`src/common/ufm_pkg.sv`:
```
// Purpose: shared constants of the serial controller register bank
// Assumes: 8-bit parallel host bus, 125 MHz sys_clk
// Notes:   offsets are byte addresses on the parallel bus
package ufm_pkg;

    // ************************************************************
    // register offsets
    // ************************************************************
    localparam logic [7:0] ADDR_CHAN_STATUS   = 8'hE0;
    localparam logic [7:0] ADDR_CLOCK_PERIOD  = 8'hEB;
    localparam logic [7:0] ADDR_DATA_DELAY    = 8'hEC;
    localparam logic [7:0] ADDR_MODE_CONTROL  = 8'hED;
    localparam logic [7:0] ADDR_CHAN_RESET    = 8'hEF;
    localparam logic [7:0] ADDR_CTRL_STATUS   = 8'hF0;
    localparam logic [7:0] ADDR_CTRL_IRQ_MASK = 8'hF1;
    localparam logic [7:0] ADDR_PART_ID       = 8'hF6;
    localparam logic [7:0] ADDR_GLOBAL_RESET  = 8'hF7;
    localparam logic [7:0] ADDR_CTRL_READY    = 8'hFF;

    // ************************************************************
    // field positions
    // ************************************************************
    localparam int BIT_CHANNEL_ON    = 7;
    localparam int BIT_BUFFER_FAULT  = 7;
    localparam int BIT_CHAN_ACTIVE   = 5;
    localparam int BIT_CHAN_IRQ      = 2;
    localparam int BIT_FAULT_MASK    = 7;
    localparam int BIT_CHAN_MASK     = 2;
    localparam int BIT_FAMILY        = 7;

    // ************************************************************
    // reset values and codes
    // ************************************************************
    localparam logic [7:0] RST_CLOCK_PERIOD  = 8'h20;
    localparam logic [5:0] RST_DATA_DELAY    = 6'h08;
    localparam logic       RST_CHANNEL_ON    = 1'b1;
    localparam logic [1:0] TIMING_CLASS_UFM  = 2'h3;
    localparam logic [7:0] RST_IRQ_MASK      = 8'h00;
    localparam logic [7:0] KEY_FIRST         = 8'hA5;
    localparam logic [7:0] KEY_SECOND        = 8'h5A;
    localparam logic [7:0] READ_BUSY         = 8'hFF;
    localparam logic [7:0] READ_IDLE         = 8'h00;
    // identity values are arbitrary
    localparam logic       ID_FAMILY         = 1'b0;
    localparam logic [6:0] ID_PART_BCD       = 7'h12;

    // ************************************************************
    // timing
    // ************************************************************
    localparam int CLK_MHZ          = 125;
    localparam int INIT_TIME_US     = 100;
    localparam int INIT_CYCLES      = INIT_TIME_US * CLK_MHZ;
    localparam int CHRST_TIME_NS    = 200;
    localparam int CHRST_CYCLES     = (CHRST_TIME_NS * CLK_MHZ + 999) / 1000;

    // ************************************************************
    // controller phase
    // ************************************************************
    typedef enum logic [2:0] {
        PH_INIT  = 3'b001,
        PH_RUN   = 3'b010,
        PH_CHRST = 3'b100
    } ufm_phase_type;

endpackage : ufm_pkg

```
`src/ufm_sclk_gen.sv`:
```
// Purpose: serial clock and delayed data generator
// Assumes: period and delay settings stable while running
// Notes:   clock and data idle high when not running
module ufm_sclk_gen
    import ufm_pkg::*;
(
    input  wire logic       sys_clk,
    input  wire logic       rst,
    input  wire logic       run,
    input  wire logic [7:0] period,
    input  wire logic [5:0] delay,
    input  wire logic       tx_bit,
    output logic            sclk_q,
    output logic            sdat_q
);

    logic [6:0] half;
    logic [6:0] half_use;
    logic [6:0] cnt_q;
    logic [5:0] dcnt_q;
    logic       wrap;
    logic       fall;

    // ************************************************************
    // half period and edges
    // ************************************************************
    assign half     = period[7:1];
    assign half_use = (half == 7'h00) ? 7'h01 : half;
    assign wrap     = (cnt_q >= half_use - 7'h01);
    assign fall     = run && wrap && sclk_q;

    always_ff @(posedge sys_clk) begin
        if (rst || !run) begin
            cnt_q  <= 7'h00;
            sclk_q <= 1'b1;
        end else if (wrap) begin
            cnt_q  <= 7'h00;
            sclk_q <= ~sclk_q;
        end else begin
            cnt_q  <= cnt_q + 7'h01;
        end
    end

    // ************************************************************
    // data delayed after falling clock edge
    // ************************************************************
    always_ff @(posedge sys_clk) begin
        if (rst || !run) begin
            dcnt_q <= 6'h00;
            sdat_q <= 1'b1;
        end else if (fall) begin
            dcnt_q <= delay;
        end else if (dcnt_q != 6'h00) begin
            dcnt_q <= dcnt_q - 6'h01;
            if (dcnt_q == 6'h01) begin
                sdat_q <= tx_bit;
            end
        end
    end

endmodule : ufm_sclk_gen

```
`src/ufm_regs_top.sv`:
```
// Purpose: host register bank of the ultra fast-mode serial controller
// Assumes: asynchronous parallel bus pins, synchronised here
// Notes:   transfer engine and buffer live outside this block
// Notes on behaviour
// - serial clock runs 50 % duty, half period is setting shifted right once
// - writing clock period loads data delay with period shifted right twice
// - channel off floats open-drain lines, drives push-pull high, refuses launch
// - channel on bit reads 1 after reset
// - timing class field is read-only, always reads 11
// - channel reset needs A5h then 5Ah back to back, else aborted
// - channel reset returns channel registers and arrays to defaults
// - bus usable during channel reset; key register reads FFh busy, 00h done
// - controller status: fault bit 7, active bit 5, irq pending bit 2
// - channel irq pending cleared by reading channel status register
// - buffer fault cleared by reading controller status register
// - out-of-range buffer access flags fault, bytes beyond capacity dropped
// - mask bit 2 hides channel interrupts, mask bit 7 hides fault
// - identifier: family bit 7, part code bits 6:0
// - global reset needs A5h then 5Ah back to back, resets everything except the bus interface registers and data_out
// - ready reads FFh while initialising, 00h afterwards
// - period 8 bits default 32; delay 6 bits default 8, upper bits zero
module ufm_regs_top
    import ufm_pkg::*;
#(
    parameter int INIT_CYC = INIT_CYCLES
)
(
    input  wire logic       sys_clk,
    input  wire logic       rst,
    input  wire logic       ce_n,
    input  wire logic       rd_n,
    input  wire logic       wr_n,
    input  wire logic [7:0] addr,
    input  wire logic [7:0] data_in,
    output logic      [7:0] data_out,
    output logic            data_oe,
    output logic            int_n,
    input  wire logic       chan_busy,
    input  wire logic       chan_irq_event,
    input  wire logic [7:0] chan_status_val,
    input  wire logic       buf_access,
    input  wire logic       buf_access_ok,
    output logic            buf_write_keep,
    input  wire logic       launch_req,
    output logic            launch_ok,
    input  wire logic       tx_bit,
    output logic            chan_reset,
    output logic            pushpull_clock_line,
    output logic            pushpull_data_line,
    output logic            od_clock_out,
    output logic            od_clock_oe,
    output logic            od_data_out,
    output logic            od_data_oe
);

    // ************************************************************
    // pin synchronisers
    // ************************************************************
    logic [18:0]   pin_meta_q;
    logic [18:0]   pin_sync_q;
    logic          ce_s;
    logic          rd_s;
    logic          wr_s;
    logic [7:0]    addr_s;
    logic [7:0]    din_s;
    logic          rd_act_q;
    logic          wr_act_q;

    always_ff @(posedge sys_clk) begin
        pin_meta_q <= {ce_n, rd_n, wr_n, addr, data_in};
        pin_sync_q <= pin_meta_q;
    end

    assign ce_s   = ~pin_sync_q[18];
    assign rd_s   = ~pin_sync_q[17];
    assign wr_s   = ~pin_sync_q[16];
    assign addr_s = pin_sync_q[15:8];
    assign din_s  = pin_sync_q[7:0];

    // ************************************************************
    // access strobes
    // ************************************************************
    logic rd_now;
    logic wr_now;
    logic rd_end;
    logic wr_end;
    logic acc_end;

    assign rd_now  = ce_s && rd_s;
    assign wr_now  = ce_s && wr_s;
    assign rd_end  = rd_act_q && !rd_now;
    assign wr_end  = wr_act_q && !wr_now;
    assign acc_end = rd_end || wr_end;

    always_ff @(posedge sys_clk) begin
        if (rst) begin
            rd_act_q <= 1'b0;
            wr_act_q <= 1'b0;
        end else begin
            rd_act_q <= rd_now;
            wr_act_q <= wr_now;
        end
    end

    // ************************************************************
    // registered address and data of the access in progress
    // ************************************************************
    logic [7:0] acc_addr_q;
    logic [7:0] acc_data_q;

    always_ff @(posedge sys_clk) begin
        if (rst) begin
            acc_addr_q <= 8'h00;
            acc_data_q <= 8'h00;
        end else if (rd_now || wr_now) begin
            acc_addr_q <= addr_s;
            acc_data_q <= din_s;
        end
    end

    function automatic logic hit(input logic [7:0] a, input logic [7:0] target);
        hit = (a == target);
    endfunction : hit

    // ************************************************************
    // two-step key tracking
    // ************************************************************
    logic gkey_armed_q;
    logic ckey_armed_q;
    logic gfire;
    logic cfire;
    logic grst_q;
    logic soft_rst;

    assign gfire = wr_end && gkey_armed_q
                && hit(acc_addr_q, ADDR_GLOBAL_RESET) && acc_data_q == KEY_SECOND;
    assign cfire = wr_end && ckey_armed_q
                && hit(acc_addr_q, ADDR_CHAN_RESET) && acc_data_q == KEY_SECOND;
    assign soft_rst = rst || grst_q;

    always_ff @(posedge sys_clk) begin
        if (soft_rst) begin
            gkey_armed_q <= 1'b0;
            ckey_armed_q <= 1'b0;
        end else if (acc_end) begin
            gkey_armed_q <= wr_end && hit(acc_addr_q, ADDR_GLOBAL_RESET)
                         && acc_data_q == KEY_FIRST;
            ckey_armed_q <= wr_end && hit(acc_addr_q, ADDR_CHAN_RESET)
                         && acc_data_q == KEY_FIRST;
        end
    end

    always_ff @(posedge sys_clk) begin
        if (rst) begin
            grst_q <= 1'b0;
        end else begin
            grst_q <= gfire;
        end
    end

    // ************************************************************
    // controller phase and counters
    // ************************************************************
    ufm_phase_type phase_q;
    ufm_phase_type phase_d;
    logic [15:0]   init_cnt_q;
    logic [7:0]    chrst_cnt_q;
    logic          chan_clear;

    always_comb begin
        phase_d = phase_q;
        case (phase_q)
            PH_INIT: begin
                if (init_cnt_q >= 16'(INIT_CYC - 1)) begin
                    phase_d = PH_RUN;
                end
            end
            PH_RUN: begin
                if (cfire) begin
                    phase_d = PH_CHRST;
                end
            end
            PH_CHRST: begin
                if (chrst_cnt_q >= 8'(CHRST_CYCLES - 1)) begin
                    phase_d = PH_RUN;
                end
            end
            default: begin
                phase_d = PH_INIT;
            end
        endcase
    end

    always_ff @(posedge sys_clk) begin
        if (soft_rst) begin
            phase_q     <= PH_INIT;
            init_cnt_q  <= 16'h0000;
            chrst_cnt_q <= 8'h00;
        end else begin
            phase_q     <= phase_d;
            init_cnt_q  <= (phase_q == PH_INIT) ? init_cnt_q + 16'h0001 : 16'h0000;
            chrst_cnt_q <= (phase_q == PH_CHRST) ? chrst_cnt_q + 8'h01 : 8'h00;
        end
    end

    assign chan_clear = soft_rst || cfire;
    assign chan_reset = (phase_q == PH_CHRST);

    // ************************************************************
    // channel settings
    // ************************************************************
    logic [7:0] period_q;
    logic [5:0] delay_q;
    logic       chan_on_q;
    logic       wr_period;
    logic       wr_delay;
    logic       wr_mode;
    logic       wr_mask;

    assign wr_period = wr_end && hit(acc_addr_q, ADDR_CLOCK_PERIOD);
    assign wr_delay  = wr_end && hit(acc_addr_q, ADDR_DATA_DELAY);
    assign wr_mode   = wr_end && hit(acc_addr_q, ADDR_MODE_CONTROL);
    assign wr_mask   = wr_end && hit(acc_addr_q, ADDR_CTRL_IRQ_MASK);

    always_ff @(posedge sys_clk) begin
        if (chan_clear) begin
            period_q  <= RST_CLOCK_PERIOD;
            delay_q   <= RST_DATA_DELAY;
            chan_on_q <= RST_CHANNEL_ON;
        end else begin
            if (wr_period) begin
                period_q <= acc_data_q;
                delay_q  <= acc_data_q[7:2];
            end else if (wr_delay) begin
                delay_q  <= acc_data_q[5:0];
            end
            if (wr_mode) begin
                chan_on_q <= acc_data_q[BIT_CHANNEL_ON];
            end
        end
    end

    // ************************************************************
    // status, mask and interrupt
    // ************************************************************
    logic [7:0] mask_q;
    logic       fault_q;
    logic       chan_irq_q;
    logic       fault_event;
    logic       rd_ctrl_status;
    logic       rd_chan_status;

    assign fault_event    = buf_access && !buf_access_ok;
    assign buf_write_keep = buf_access_ok;
    assign rd_ctrl_status = rd_end && hit(acc_addr_q, ADDR_CTRL_STATUS);
    assign rd_chan_status = rd_end && hit(acc_addr_q, ADDR_CHAN_STATUS);

    always_ff @(posedge sys_clk) begin
        if (soft_rst) begin
            mask_q     <= RST_IRQ_MASK;
            fault_q    <= 1'b0;
            chan_irq_q <= 1'b0;
            int_n      <= 1'b1;
        end else begin
            if (wr_mask) begin
                mask_q <= acc_data_q;
            end
            fault_q    <= fault_event || (fault_q && !rd_ctrl_status);
            chan_irq_q <= chan_irq_event || (chan_irq_q && !rd_chan_status && !cfire);
            int_n      <= !((fault_q && !mask_q[BIT_FAULT_MASK])
                         || (chan_irq_q && !mask_q[BIT_CHAN_MASK]));
        end
    end

    // ************************************************************
    // read mux
    // ************************************************************
    logic [7:0] status_val;
    logic [7:0] mode_val;
    logic [7:0] rd_mux;

    assign status_val = {fault_q, 1'b0, chan_busy, 2'b00, chan_irq_q, 2'b00};
    assign mode_val   = {chan_on_q, 5'h00, TIMING_CLASS_UFM};

    always_comb begin
        case (addr_s)
            ADDR_CHAN_STATUS:   rd_mux = chan_status_val;
            ADDR_CLOCK_PERIOD:  rd_mux = period_q;
            ADDR_DATA_DELAY:    rd_mux = {2'b00, delay_q};
            ADDR_MODE_CONTROL:  rd_mux = mode_val;
            ADDR_CHAN_RESET:    rd_mux = chan_reset ? READ_BUSY : READ_IDLE;
            ADDR_CTRL_STATUS:   rd_mux = status_val;
            ADDR_CTRL_IRQ_MASK: rd_mux = mask_q;
            ADDR_PART_ID:       rd_mux = {ID_FAMILY, ID_PART_BCD};
            ADDR_CTRL_READY:    rd_mux = (phase_q == PH_INIT) ? READ_BUSY : READ_IDLE;
            default:            rd_mux = 8'h00;
        endcase
    end

    always_ff @(posedge sys_clk) begin
        if (rst) begin
            data_out <= 8'h00;
        end else if (rd_now) begin
            data_out <= rd_mux;
        end
    end

    assign data_oe = rd_now && rd_act_q;

    // ************************************************************
    // serial lines
    // ************************************************************
    logic run;
    logic sclk;
    logic sdat;

    assign run = chan_on_q && !chan_reset && (phase_q == PH_RUN);

    ufm_sclk_gen u_sclk_gen (
        .sys_clk (sys_clk),
        .rst     (soft_rst),
        .run     (run),
        .period  (period_q),
        .delay   (delay_q),
        .tx_bit  (tx_bit),
        .sclk_q  (sclk),
        .sdat_q  (sdat)
    );

    assign launch_ok           = launch_req && run;
    assign pushpull_clock_line = sclk;
    assign pushpull_data_line  = sdat;
    assign od_clock_out        = 1'b0;
    assign od_data_out         = 1'b0;
    assign od_clock_oe         = run && !sclk;
    assign od_data_oe          = run && !sdat;

endmodule : ufm_regs_top

```
`config.mk`:
```
export PLATFORM = sky130hd
export DESIGN_NAME = ufm_regs_top
export DESIGN_NICKNAME = d
export VERILOG_FILES = /design/src/common/ufm_pkg.sv /design/src/ufm_sclk_gen.sv /design/src/ufm_regs_top.sv
export SDC_FILE = /design/constraint.sdc
export NUM_CORES = 1
export LEC_CHECK = 0
export ABC_CLOCK_PERIOD_IN_PS = 6200
export BUFFER_PORTS_ARGS = -buffer_cell sky130_fd_sc_hd__buf_4
export CAP_MARGIN = 20
export CELL_PAD_IN_SITES_DETAIL_PLACEMENT = 1
export CELL_PAD_IN_SITES_GLOBAL_PLACEMENT = 1
export CORE_UTILIZATION = 30
export CTS_CLUSTER_DIAMETER = 60
export DETAILED_ROUTE_END_ITERATION = 10
export GPL_TIMING_DRIVEN = 0
export HOLD_SLACK_MARGIN = 0.08
export PLACE_DENSITY_LB_ADDON = 0.1
export SLEW_MARGIN = 20
export SYNTH_ARGS = -nofsm -noshare
export SYNTH_HDL_FRONTEND = slang
export SYNTH_SLANG_ARGS = --single-unit
```
`constraint.sdc`:
```
create_clock -name sys_clk -period 6.2 [get_ports sys_clk]
set_input_delay 0.62 -clock sys_clk [delete_from_list [all_inputs] [get_ports sys_clk]]
set_output_delay 0.62 -clock sys_clk [all_outputs]
set_load 0.03 [all_outputs]
```
==> results of run 1 <==
-- synthesized netlist by cell type (3+ instances only) --
library cell | instances | area [sq um]
dfxtp_1 | 135 | 2700
ha_1 | 15 | 188
o21ai_0 | 10 | 50.1
nor2b_1 | 3 | 18.8
o22ai_1 | 3 | 18.8
nor2_1 | 73 | 274
buf_2 | 5 | 25.0
nand2_1 | 69 | 259
nand3_1 | 24 | 120
clkbuf_1 | 10 | 37.5
xnor2_1 | 9 | 78.8
nand4_1 | 6 | 37.5
xor2_1 | 20 | 175
o21bai_1 | 4 | 30.0
a31oi_1 | 7 | 43.8
and3_1 | 12 | 75.1
nor3_1 | 17 | 85.1
nor3b_1 | 4 | 30.0
a211oi_2 | 5 | 62.6
nand3b_1 | 4 | 30.0
and2_1 | 3 | 18.8
o21a_1 | 3 | 22.5
mux2i_1 | 28 | 280
a32oi_1 | 3 | 26.3
nand2b_1 | 6 | 37.5
a21o_1 | 7 | 52.6
a21oi_1 | 35 | 175
buf_4 | 5 | 37.5
or3_1 | 6 | 37.5
o211ai_1 | 4 | 30.0
a22oi_1 | 7 | 52.6
nor4_1 | 3 | 18.8
inv_1 | 11 | 41.3
-- cell usage in the layout, fill, tap and decap left out, types with 4 or more instances in the layout --
master / instances
nor3_1: 17
inv_8: 7
a21oi_1: 35
a211oi_2: 5
clkbuf_1: 10
o21ai_0: 10
a21o_1: 7
nand2b_1: 6
nor2_1: 73
ha_1: 15
o21bai_1: 4
o211ai_1: 4
or3_1: 6
mux2i_1: 28
nand3_1: 24
buf_4: 56
xor2_1: 20
a22oi_1: 7
xnor2_1: 9
dfxtp_1: 135
nor3b_1: 4
nand2_1: 69
inv_1: 11
clkbuf_16: 17
nand3b_1: 4
nand4_1: 6
and3_1: 12
buf_2: 5
a31oi_1: 7
-- report_power, final --
group,leakage [nW],internal (W),total (W),switching [W]
Clock,0.307,0.000621,0.00107,0.000448
Combinational,1.30,0.0000372,0.0000840,0.0000468
Sequential,1.11,0.000892,0.000917,0.0000243
Total,2.71,0.00155,0.00207,0.000519
-- worst register-to-register path: cells and delay by family (launching register included) --
family | cells | cell delay (ps)
buffers and inverters | 1 | 290
adder cells (fa/ha/maj) | 2 | 530
AND/OR/NAND/NOR | 4 | 880
flip-flops | 1 | 310
AO/OA/AOI/OAI | 4 | 1240
XOR/XNOR | 1 | 150
-- logic make-up after synthesis --
family                     after synthesis
AOI/OAI and AO/OA                      103
other                                    1
buffers and inverters                   31
adders and majority gates               15
DFF                                    135
and+or+nand+nor                        246
muxes                                   29
xor gates and xnor gates                29
-- through the flow --
stage	instance area, sq um	util	hold slack (ps)
2_1_floorplan	5480	-	310
3_3_place_gp	6150	0.343	310
3_5_place_dp	6150	0.343	313
4_1_cts	6780	0.379	272
5_1_grt	6780	0.379	268
6_report	6780	0.379	295
-- area by class of cell --
cell class	count	area [sq um]	area share
Timing Repair Buffer	51	383	0.0565
Inverter	11	41.3	0.00609
Tap cell	229	287	0.0423
Buffer	20	100	0.0148
Multi-Input combinational cell	424	2640	0.389
Clock inverter	15	205	0.0303
Sequential cell	135	2700	0.399
Clock buffer	17	425	0.0628
-- final timing paths --
path,end,slack [ps],cells after the start,from
setup reg to reg,u_sclk_gen.cnt_q[0]$_SDFF_PP0_,2720,12,period_q[3]$_SDFFE_PP0P_
hold reg to reg,pin_sync_q[9]$_DFF_P_,320,0,pin_meta_q[9]$_DFF_P_
setup / recovery,u_sclk_gen.cnt_q[0]$_SDFF_PP0_,2720,12,period_q[3]$_SDFFE_PP0P_
hold / removal,pin_meta_q[13]$_DFF_P_,290,1,addr[5]
-- layer usage --
layer  up-vias  wire (um)
met1      2168       6430
met4         0        117
met2        56       7210
met3         9        432
li1       2218          -
met5         -          0
-- sequential cells by signal, summed over array words and instances, names as in the netlist, 3 cells and up --
signal,cells
pin_meta_q,19
pin_sync_q,19
init_cnt_q,16
acc_addr_q,8
acc_data_q,8
chrst_cnt_q,8
data_out,8
mask_q,8
period_q,8
u_sclk_gen.cnt_q,7
delay_q,6
u_sclk_gen.dcnt_q,6
phase_q,3
==> summary.txt, run 1 <==
STA
  • Final period util: 0.562
  • Slew Viols, Final: 0
  • Setup WS post-layout: 2720 ps
  • Fin crit period: 3480 ps
  • Max Clk Rate: 0.287 GHz
  • Slew HR: 0.293
  • Setup TNS Final: 0 ps
  • RSZ-0062 raised after global routing: no
  • Setup violators final: 0
  • Final Hold Fails: 0
  • Setup Skew: 9.89 ps
  • Worst slew pin tran: 1050 ps

Global routing
  • Grt met2 use: 0.281
  • Largest net degree at the start of global routing: 17
  • Met1 Resource Use GR: 0.200
  • First-pass GRT wire length: 23.0 mm
  • Total track usage: 0.163
  • Initial antenna violation count: 0
  • Vias in the first global route: 4513
  • Total grt overflow: 0
  • GRT busiest layer: met2
  • Met3 Use GR: 0.0415

Die
  • Row count: 49
  • # IOs: 54
  • Core area: 17900 sq um
  • Die width: 137 um
  • DIE AREA: 18800 sq um
  • Die height: 137 um
  • Initial Utilization: 0.306

Yosys
  • Flops & latches, synth: 135
  • Synth Area in XOR/XNOR: 0.0464
  • Synth Area per Inst: 9.30 sq um
  • Area fraction in compound gates after synthesis: 0.127
  • Mapped Area: 5480 sq um
  • Mapped Cells: 589
  • Synth Area in Adders: 0.0343
  • Post-synthesis mux area share: 0.0532
  • Sequential element share of the synthesized area: 0.494
  • Simple logic cell fraction of the synthesized area: 0.219
  • Synth Flop Type: dfxtp_1
  • Post-synth EDFFs: 0
  • Largest family of logic cells by synthesized area: simple AND/OR/NAND/NOR gates
  • Synth warnings: 0
  • Netlist cell types: 58
  • Share of flip-flops with an asynchronous set or reset: 0

CTS
  • Clk_lat worst skew: 430 ps
  • Hold_buf cts: 0
  • TritonCTS clock tree: yes
  • Clock Path Buffers: 2
  • Clock transition at the registers of the reported paths: 70 ps
  • # resized after CTS: 0
  • Max H-tree Level: 4
  • Post-CTS Setup Bufs: 0
  • Clock sinks: 135
  • Root Driver: clkbuf_16
  • Cts bufs inserted: 17

Drt
  • First-pass DRT Iterations: 4
  • Via count: 4451
  • Remaining DRCs: 0
  • Final wirelength: 14.2 mm
  • Via-to-Cell Ratio: 4.93
  • Routed wire per std cell: 15.7 um
  • Antenna viol nets, final: 0
  • DR iter-0 viols: 159

Worst setup path
  • Worst path required time: 6550 ps
  • Slowest CP cell: a21oi_1
  • Top cell by count, worst path: a21oi_1
  • Buf/Inv on CP: 1
  • CP endpoint kind: flop
  • Crit path max fanout: 9
  • WS Path Type: reg -> reg
  • CP Launch Type: flop
  • Max incr delay on CP: 700 ps
  • Crit-path cells: clkbuf_1, nor3_1, a21oi_1, ha_1, nor3b_1, xnor2_1, ha_1, a21oi_1, o21ai_0, a21oi_1, nand2_1, nor2_1
  • Arrival @ worst endpoint: 3830 ps
  • Kind of cell adding the most delay to the critical path: compound AO/OA/AOI/OAI gates

Power and ir drop
  • PwrDens: 305 nW/um^2
  • Maximum vdd ir drop: 0.000179 V
  • Leak: 2.71 nW
  • Power Total: 0.00207 W

Finish
  • Fillers: 2090
  • N_diodes: 0
  • Area growth syn-to-layout: 23.8%
  • Share of cells above drive strength 1: 0.156
  • Layout Nets: 710
  • Fin cells: 902

Placement
  • Post-place setup slack: 2680 ps
  • Port bufs: 51
  • Placed insts: 870
  • Hpwl dp: 10.6 mm
  • Gpl congestion: 0.822

Hold path
  • Hold Path Class: in -> reg

Run
  • Max-Cap Viols: 0

Status
  • Status: complete, no violations
Power figures use the tool's default switching activity.
==> run 2, diff against run 1 <==
ABC_AREA = 1   (was not set)
ABC_CLOCK_PERIOD_IN_PS = 3500   (was 6200)
clock period = 3.5 ns   (was 6.2 ns; I/O delays follow)
==> run 2 against run 1 <==
Critical path depth up 6; setup slack worse by 2100 ps; die area up 4.8%; utilization up 0.71 points; final cell count up 21%; critical endpoint is now u_sclk_gen.dcnt_q[0]$_SDFFE_PP0P_; largest cell class unchanged.
==> summary.txt, run 2 <==
Drt
  • First-pass DRT Iterations: 4 (unchanged)
  • Antenna viol nets, final: 0 (unchanged)
  • Remaining DRCs: 0 (unchanged)
  • DR iter-0 viols: 185 (+16%)
  • Via-to-Cell Ratio: 4.65 (-5.8%)
  • Via count: 5059 (+14%)
  • Routed wire per std cell: 14.5 um (-8.0%)
  • Final wirelength: 15.7 mm (+11%)

STA
  • Fin crit period: 2930 ps (-553 ps)
  • Max Clk Rate: 0.341 GHz (+19%)
  • Final Hold Fails: 0 (unchanged)
  • Setup Skew: 10.6 ps (+0.725 ps)
  • Setup TNS Final: 0 ps (unchanged)
  • Final period util: 0.837 (+0.275)
  • Slew HR: 0.625 (+0.332)
  • Setup violators final: 0 (unchanged)
  • Worst slew pin tran: 562 ps (-489 ps)
  • RSZ-0062 raised after global routing: no
  • Slew Viols, Final: 0 (unchanged)

Finish
  • Fillers: 2249 (+7.6%)
  • Top flop regs: pin_meta_q (19), pin_sync_q (19), init_cnt_q (16)
  • Design area: 7220 sq um (+6.4%)
  • Share of cells above drive strength 1: 0.159 (+0.00323)
  • Most frequent cells in the layout: dfxtp_1, nand2_1, nor2_1
  • Area of the multi-input gates: 2600 sq um (-1.3%)
  • N_diodes: 0 (unchanged)
  • Area growth syn-to-layout: 25.6%
  • Sequential cell area: 2700 sq um (unchanged)
  • Layout Nets: 891 (+25%)
  • Commonest non-fill, non-tap cell in the layout: dfxtp_1

Run
  • Max-Cap Viols: 0 (unchanged)

Die
  • DIE AREA: 19700 sq um (+4.8%)
  • # IOs: 54 (unchanged)
  • Die width: 140 um (+2.4%)
  • Die height: 140 um (+2.4%)
  • Initial Utilization: 0.307 (+0.00118)
  • Row count: 50 (+2.0%)
  • Core area: 18700 sq um (+4.5%)

Yosys
  • Synth Area per Inst: 7.65 sq um (-18%)
  • Commonest cells in the netlist: dfxtp_1, nand2_1, nor2_1
  • Top cell type's share of synthesized area: 0.471 (-0.0230)
  • Top-count cell post-synth: dfxtp_1
  • Netlist cell types: 43 (-26%)
  • Synth warnings: 0 (unchanged)
  • Sequential element share of the synthesized area: 0.471 (-0.0230)
  • Synth Flop Type: dfxtp_1
  • Synth area leader: dfxtp_1
  • Post-synth EDFFs: 0 (unchanged)
  • Synth top area cells: dfxtp_1, nand2_1, nor2_1, a21oi_1, nand3_1
  • Flops & latches, synth: 135 (unchanged)
  • Mapped Cells: 751 (+28%)
  • Share of flip-flops with an asynchronous set or reset: 0 (unchanged)
  • Mapped Area: 5740 sq um (+4.9%)

CTS
  • TritonCTS clock tree: yes
  • Clk_lat worst skew: 420 ps (about the same)
  • Clock Path Buffers: 2 (unchanged)
  • Clock transition at the registers of the reported paths: 60 ps (about the same)
  • Clock sinks: 135 (unchanged)
  • # resized after CTS: 0 (unchanged)
  • Post-CTS Setup Bufs: 0 (unchanged)
  • Max H-tree Level: 4 (unchanged)
  • Cts bufs inserted: 17 (unchanged)
  • Root Driver: clkbuf_16

Hold path
  • Hold Path Class: in -> reg
  • Worst hold start: chan_irq_event

Worst setup path
  • Arrival @ worst endpoint: 3300 ps (-530 ps)
  • Reg2Reg Setup Slack: 570 ps (-2150 ps)
  • Worst R2R Start: period_q[6]$_SDFFE_PP0P_
  • Worst path required time: 3870 ps (-2680 ps)
  • WS Path Type: reg -> reg
  • Crit path max fanout: 10 (+1)
  • Worst Setup SP: period_q[6]$_SDFFE_PP0P_
  • CP endpoint kind: flop
  • CP Launch Type: flop

Placement
  • Gpl congestion: 0.815 (-0.75%)
  • Hpwl dp: 12.3 mm (+17%)
  • Port bufs: 51 (unchanged)
  • Area of placed instances: 6420 sq um (+4.5%)

Power and ir drop
  • Leak: 3.07 nW (+13%)
  • Gate power share: 0.052 (+0.011)
  • Maximum vdd ir drop: 0.000309 V (+72%)
  • Clock network fraction of design power: 0.507 (-0.009)
  • Sw frac: 0.251 (+0.000300)
  • Int Pwr: 0.00275 W (+77%)
  • Reg power frac: 0.441 (-0.002)
  • P_sw: 0.000922 W (+77%)
  • PwrDens: 508 nW/um^2 (+67%)

Global routing
  • Vias in the first global route: 5307 (+18%)
  • Total grt overflow: 0 (unchanged)
  • First-pass GRT wire length: 26.6 mm (+16%)
  • Largest net degree at the start of global routing: 17 (unchanged)
  • Initial antenna violation count: 0 (unchanged)
  • Total track usage: 0.174 (+0.0108)

Status
  • Status: complete, no violations
-- run 2: cells by family (layout without fill, tap and decap cells) --
logic type | count (synthesis) | after routing | synth area share
AO/OA/AOI/OAI | 124 | 124 | 0.117
XOR/XNOR | 14 | 14 | 0.0214
adder cells (fa/ha/maj) | 15 | 15 | 0.0327
buffers and inverters | 108 | 210 | 0.0771
flip-flops | 135 | 135 | 0.471
other | 1 | 2 | 0.000653
AND/OR/NAND/NOR | 354 | 354 | 0.281
-- run 2: repair_timing --
item | CTS | global route
setup endpoints to repair | 0 | 0
hold buffers | 19 | 0
endpoints found under the hold margin | 19 | 0
-- run 2: layer usage --
metal	share of wire	track usage	up-vias
met4	0.0074	0.0486	0
met3	0.022	0.0379	10
met1	0.48	0.216	2377
met5	0	0	-
li1	-	-	2622
met2	0.49	0.302	50
-- run 2: worst paths after layout --
| path | to | cells past startpoint |
|---|---|---|
| max | u_sclk_gen.dcnt_q[0]$_SDFFE_PP0P_ | 18 |
| min | chan_irq_q$_SDFF_PP0_ | 3 |
| max reg2reg | u_sclk_gen.dcnt_q[0]$_SDFFE_PP0P_ | 18 |
| min reg2reg | pin_sync_q[14]$_DFF_P_ | 0 |
-- run 2: critical path, cell delays in order (launching register included) --
cell and delay, ps:
dfxtp_1 380, inv_1 110, nand2_1 110, nor2_1 50, a21oi_1 260, ha_1 260, nand2_1 100, nor2_1 130
xnor2_1 160, ha_1 280, a21o_1 180, nor2_1 190, nand2_2 170, nand2_4 100, buf_6 140, nand3_1 80
nand3_1 90, nand2_1 50, inv_1 40
-- run 2: power groups by stage --
stage	clock network [W]	logic, W	registers, W
6_report	0.00186	0.000192	0.00162
3_3_place_gp	0	0.000171	0.00165
3_5_place_dp	0	0.000176	0.00165
5_1_grt	0.00199	0.000217	0.00162
2_1_floorplan	0	0.000101	0.00164
4_1_cts	0.00191	0.000194	0.00162
-- run 2: layout make-up --
cell class | count | area share
Inverter | 91 | 0.0473
Buffer | 17 | 0.0140
Timing Repair Buffer | 70 | 0.0794
Clock inverter | 14 | 0.0241
Tap cell | 234 | 0.0406
Sequential cell | 135 | 0.375
Multi-Input combinational cell | 509 | 0.360
Clock buffer | 18 | 0.0595
-- run 2: per-stage QoR --
stage	utilization	total power, W	hold WS [ps]	cells	setup WS [ps]
finish	0.386	0.00367	148	1088	570
global route	0.386	0.00383	160	1088	179
CTS	0.386	0.00372	138	1088	533
detailed placement	0.343	0.00183	313	1037	553
global placement	0.343	0.00182	311	1037	663
floorplan	-	0.00175	310	752	1050
==> run 3, diff against run 2 <==
ABC_AREA = 0   (was 1)
ABC_CLOCK_PERIOD_IN_PS = 2500   (was 3500)
clock period = 2.5 ns   (was 3.5 ns; I/O delays follow)
==> run 3 against run 2 <==
Clock-buffer cell count fell by 1; clock skew fell by 0.97 ps; sequential share of layout area rose by 0.53 points; die area fell by 4.6%; maximum frequency rose by 19%; utilization rose by 1.4 points; combinational power rose by 22%; register-to-register slack got worse by 540 ps; global-route usage fell by 0.78 points; via count fell by 11%; largest cell class unchanged.
==> summary.txt, run 3 (synthesis results as in run 1) <==
Hold path
  • Hold Path Class: in -> reg
  • Worst hold start: tx_bit
  • Hold Path Depth: 3 (unchanged)
  • Hold Path Sink: u_sclk_gen.sdat_q$_SDFFE_PP1P_

Worst setup path
  • Buf/Inv on CP: 3 (unchanged)
  • CP Launch Type: flop
  • Worst path required time: 2810 ps (-1060 ps)
  • Worst r2r path cells: 14 (-4)
  • Crit Reg-Reg Endpoint: u_sclk_gen.sclk_q$_SDFFE_PP1P_
  • Arrival @ worst endpoint: 2780 ps (-520 ps)
  • Reg2Reg Setup Slack: 30 ps (-540 ps)
  • WS Path Type: reg -> reg
  • Crit-path cells: buf_8, nor3_4, a21oi_2, ha_2, nor3b_4, xnor2_1, ha_1, a21oi_2, o21ai_2, a21oi_2, buf_6, buf_6, xor2_1, nand2_1
  • CP endpoint kind: flop
  • Crit path max fanout: 7 (-3)
  • Top cell by count, worst path: a21oi_2
  • Kind of cell adding the most delay to the critical path: adder cells
  • Slowest CP cell: dfxtp_2
  • Worst R2R Start: period_q[3]$_SDFFE_PP0P_
  • Max incr delay on CP: 330 ps (-50 ps)

Finish
  • Most frequent cells in the layout: dfxtp_1, nor2_1, nand2_1
  • Area growth syn-to-layout: 30.6%
  • Layout Nets: 738 (-17%)
  • N_diodes: 0 (unchanged)
  • Fin util: 0.399 (+0.0135)
  • Top flop regs: pin_meta_q (19), pin_sync_q (19), init_cnt_q (16)
  • Commonest non-fill, non-tap cell in the layout: dfxtp_1
  • Share of cells above drive strength 1: 0.188 (+0.0291)
  • Fillers: 2033 (-9.6%)

STA
  • Hold slack: 93.9 ps (-54.1 ps)
  • Slew HR: 0.368 (-0.257)
  • Setup WS post-layout: 32.9 ps (-537 ps)
  • Max Clk Rate: 0.405 GHz (+19%)
  • RSZ-0062 raised after global routing: yes
  • Fin crit period: 2470 ps (-463 ps)
  • Worst slew pin tran: 940 ps (+377 ps)
  • Setup violators final: 0 (unchanged)
  • Slew Viols, Final: 0 (unchanged)
  • Setup Skew: 9.65 ps (-0.967 ps)
  • Final Hold Fails: 0 (unchanged)
  • Final period util: 0.987 (+0.150)

Global routing
  • Initial antenna violation count: 0 (unchanged)
  • Vias in the first global route: 4552 (-14%)
  • Total grt overflow: 0 (unchanged)
  • Total track usage: 0.166 (-0.00777)
  • First-pass GRT wire length: 23.4 mm (-12%)
  • Largest net degree at the start of global routing: 17 (unchanged)

Drt
  • DR iter-0 viols: 161 (-13%)
  • Antenna viol nets, final: 0 (unchanged)
  • Via-to-Cell Ratio: 4.83 (+3.9%)
  • First-pass DRT Iterations: 4 (unchanged)
  • Remaining DRCs: 0 (unchanged)
  • Via count: 4494 (-11%)
  • Final wirelength: 14.7 mm (-6.8%)
  • Routed wire per std cell: 15.8 um (+9.0%)

Die
  • Initial Utilization: 0.306 (-0.00118)
  • DIE AREA: 18800 sq um (-4.6%)
  • # IOs: 54 (unchanged)
  • Core area: 17900 sq um (-4.3%)
  • Die height: 137 um (-2.3%)
  • Row count: 49 (-2.0%)
  • Die width: 137 um (-2.3%)

Placement
  • Gpl congestion: 0.804 (-1.4%)
  • Hpwl dp: 10.6 mm (-14%)
  • Port bufs: 51 (unchanged)
  • Post-place setup slack: -518 ps (-1070 ps)

Power and ir drop
  • Clock network fraction of design power: 0.513 (+0.006)
  • PwrDens: 720 nW/um^2 (+42%)
  • Power Total: 0.00515 W (+40%)
  • Leak: 2.86 nW (-6.6%)
  • Int Pwr: 0.00386 W (+41%)
  • P_sw: 0.00129 W (+40%)
  • Gate power share: 0.046 (-0.006)
  • Reg power frac: 0.441 (about the same)
  • Sw frac: 0.250 (-0.00127)
  • Maximum vdd ir drop: 0.000594 V (+93%)

CTS
  • Clock Path Buffers: 2 (unchanged)
  • Max H-tree Level: 4 (unchanged)
  • Clock sinks: 135 (unchanged)
  • Cts bufs inserted: 17 (unchanged)
  • Root Driver: clkbuf_16
  • Clk_lat worst skew: 420 ps (about the same)
  • Clock transition at the registers of the reported paths: 70 ps (about the same)
  • TritonCTS clock tree: yes

Status
  • Status: complete, no violations

Run
  • Max-Cap Viols: 0 (unchanged)
[run 3: cell count changes in the layout (fill, tap and decap cells not counted), moves of 11 or more]
cell / change
nand2_1: -63
nor2_1: -28
o21ai_0: -26
inv_1: -64
and3_1: +11
nor2_2: -11
nand3_1: -36
inv_2: -15
xor2_1: +13
mux2i_1: +28
a21oi_1: -29
nand4_1: -11
o21ai_1: -12
[run 3: cell type report]
| type | count | area (sq um) | share of cell area |
|---|---|---|---|
| buffer | 20 | 111 | 0.0156 |
| clock buffer | 17 | 425 | 0.0595 |
| clock inverter | 15 | 203 | 0.0284 |
| inverter | 11 | 41.3 | 0.00578 |
| multi-input combinational | 424 | 2710 | 0.379 |
| sequential | 135 | 2720 | 0.380 |
| tap | 229 | 287 | 0.0401 |
| timing repair buffer | 79 | 653 | 0.0914 |
[run 3: power by group through the flow]
stage	Clock, W	Combinational (W)	Sequential, W
detailed placement	0	0.000211	0.00232
global route	0.00283	0.000259	0.00228
global placement	0	0.000207	0.00232
finish	0.00264	0.000235	0.00227
CTS	0.00272	0.000239	0.00227
floorplan	0	0.000122	0.00230
[run 3: layer usage]
metal | vias up | part of all wire | global-route usage
met5 | - | 0 | 0
met4 | 0 | 0.012 | 0.0531
met3 | 13 | 0.028 | 0.0407
met2 | 44 | 0.50 | 0.290
met1 | 2164 | 0.46 | 0.199
li1 | 2273 | - | -
[run 3: worst max-delay path by stage]
stage | from | end | slack, ps | cells after the start
after floorplan | period_q[3]$_SDFFE_PP0P_ | u_sclk_gen.dcnt_q[0]$_SDFFE_PP0P_ | 40 | 12
after global placement | period_q[5]$_SDFFE_PP1P_ | u_sclk_gen.dcnt_q[3]$_SDFFE_PP0P_ | -480 | 11
after detailed placement | period_q[5]$_SDFFE_PP1P_ | u_sclk_gen.dcnt_q[2]$_SDFFE_PP0P_ | -520 | 11
after CTS | period_q[3]$_SDFFE_PP0P_ | u_sclk_gen.sclk_q$_SDFFE_PP1P_ | 6 | 14
after global routing | period_q[3]$_SDFFE_PP0P_ | u_sclk_gen.sclk_q$_SDFFE_PP1P_ | -80 | 14
final | period_q[3]$_SDFFE_PP0P_ | u_sclk_gen.sclk_q$_SDFFE_PP1P_ | 30 | 14
[run 3: tightest hold or removal path, cell delays in order]
cell and delay, ps:
buf_4 80, nor2_1 30, mux2i_1 110
[run 3: stage by stage]
step                      TNS, ps  cell area [sq um]  cells
after floorplan                 0               5480    590
after global placement      -6100               6150    870
after detailed placement    -6690               6150    870
after CTS                       0               7070    926
after global routing         -437               7150    930
final                           0               7150    930
[run 3: repair_timing]
item	in CTS	in global routing
hold buffers	21	0
gates resized for setup	16	14
endpoints found under the hold margin	21	0
pin swaps	2	8
endpoints found under the setup margin	15	13
buffers inserted	3	4
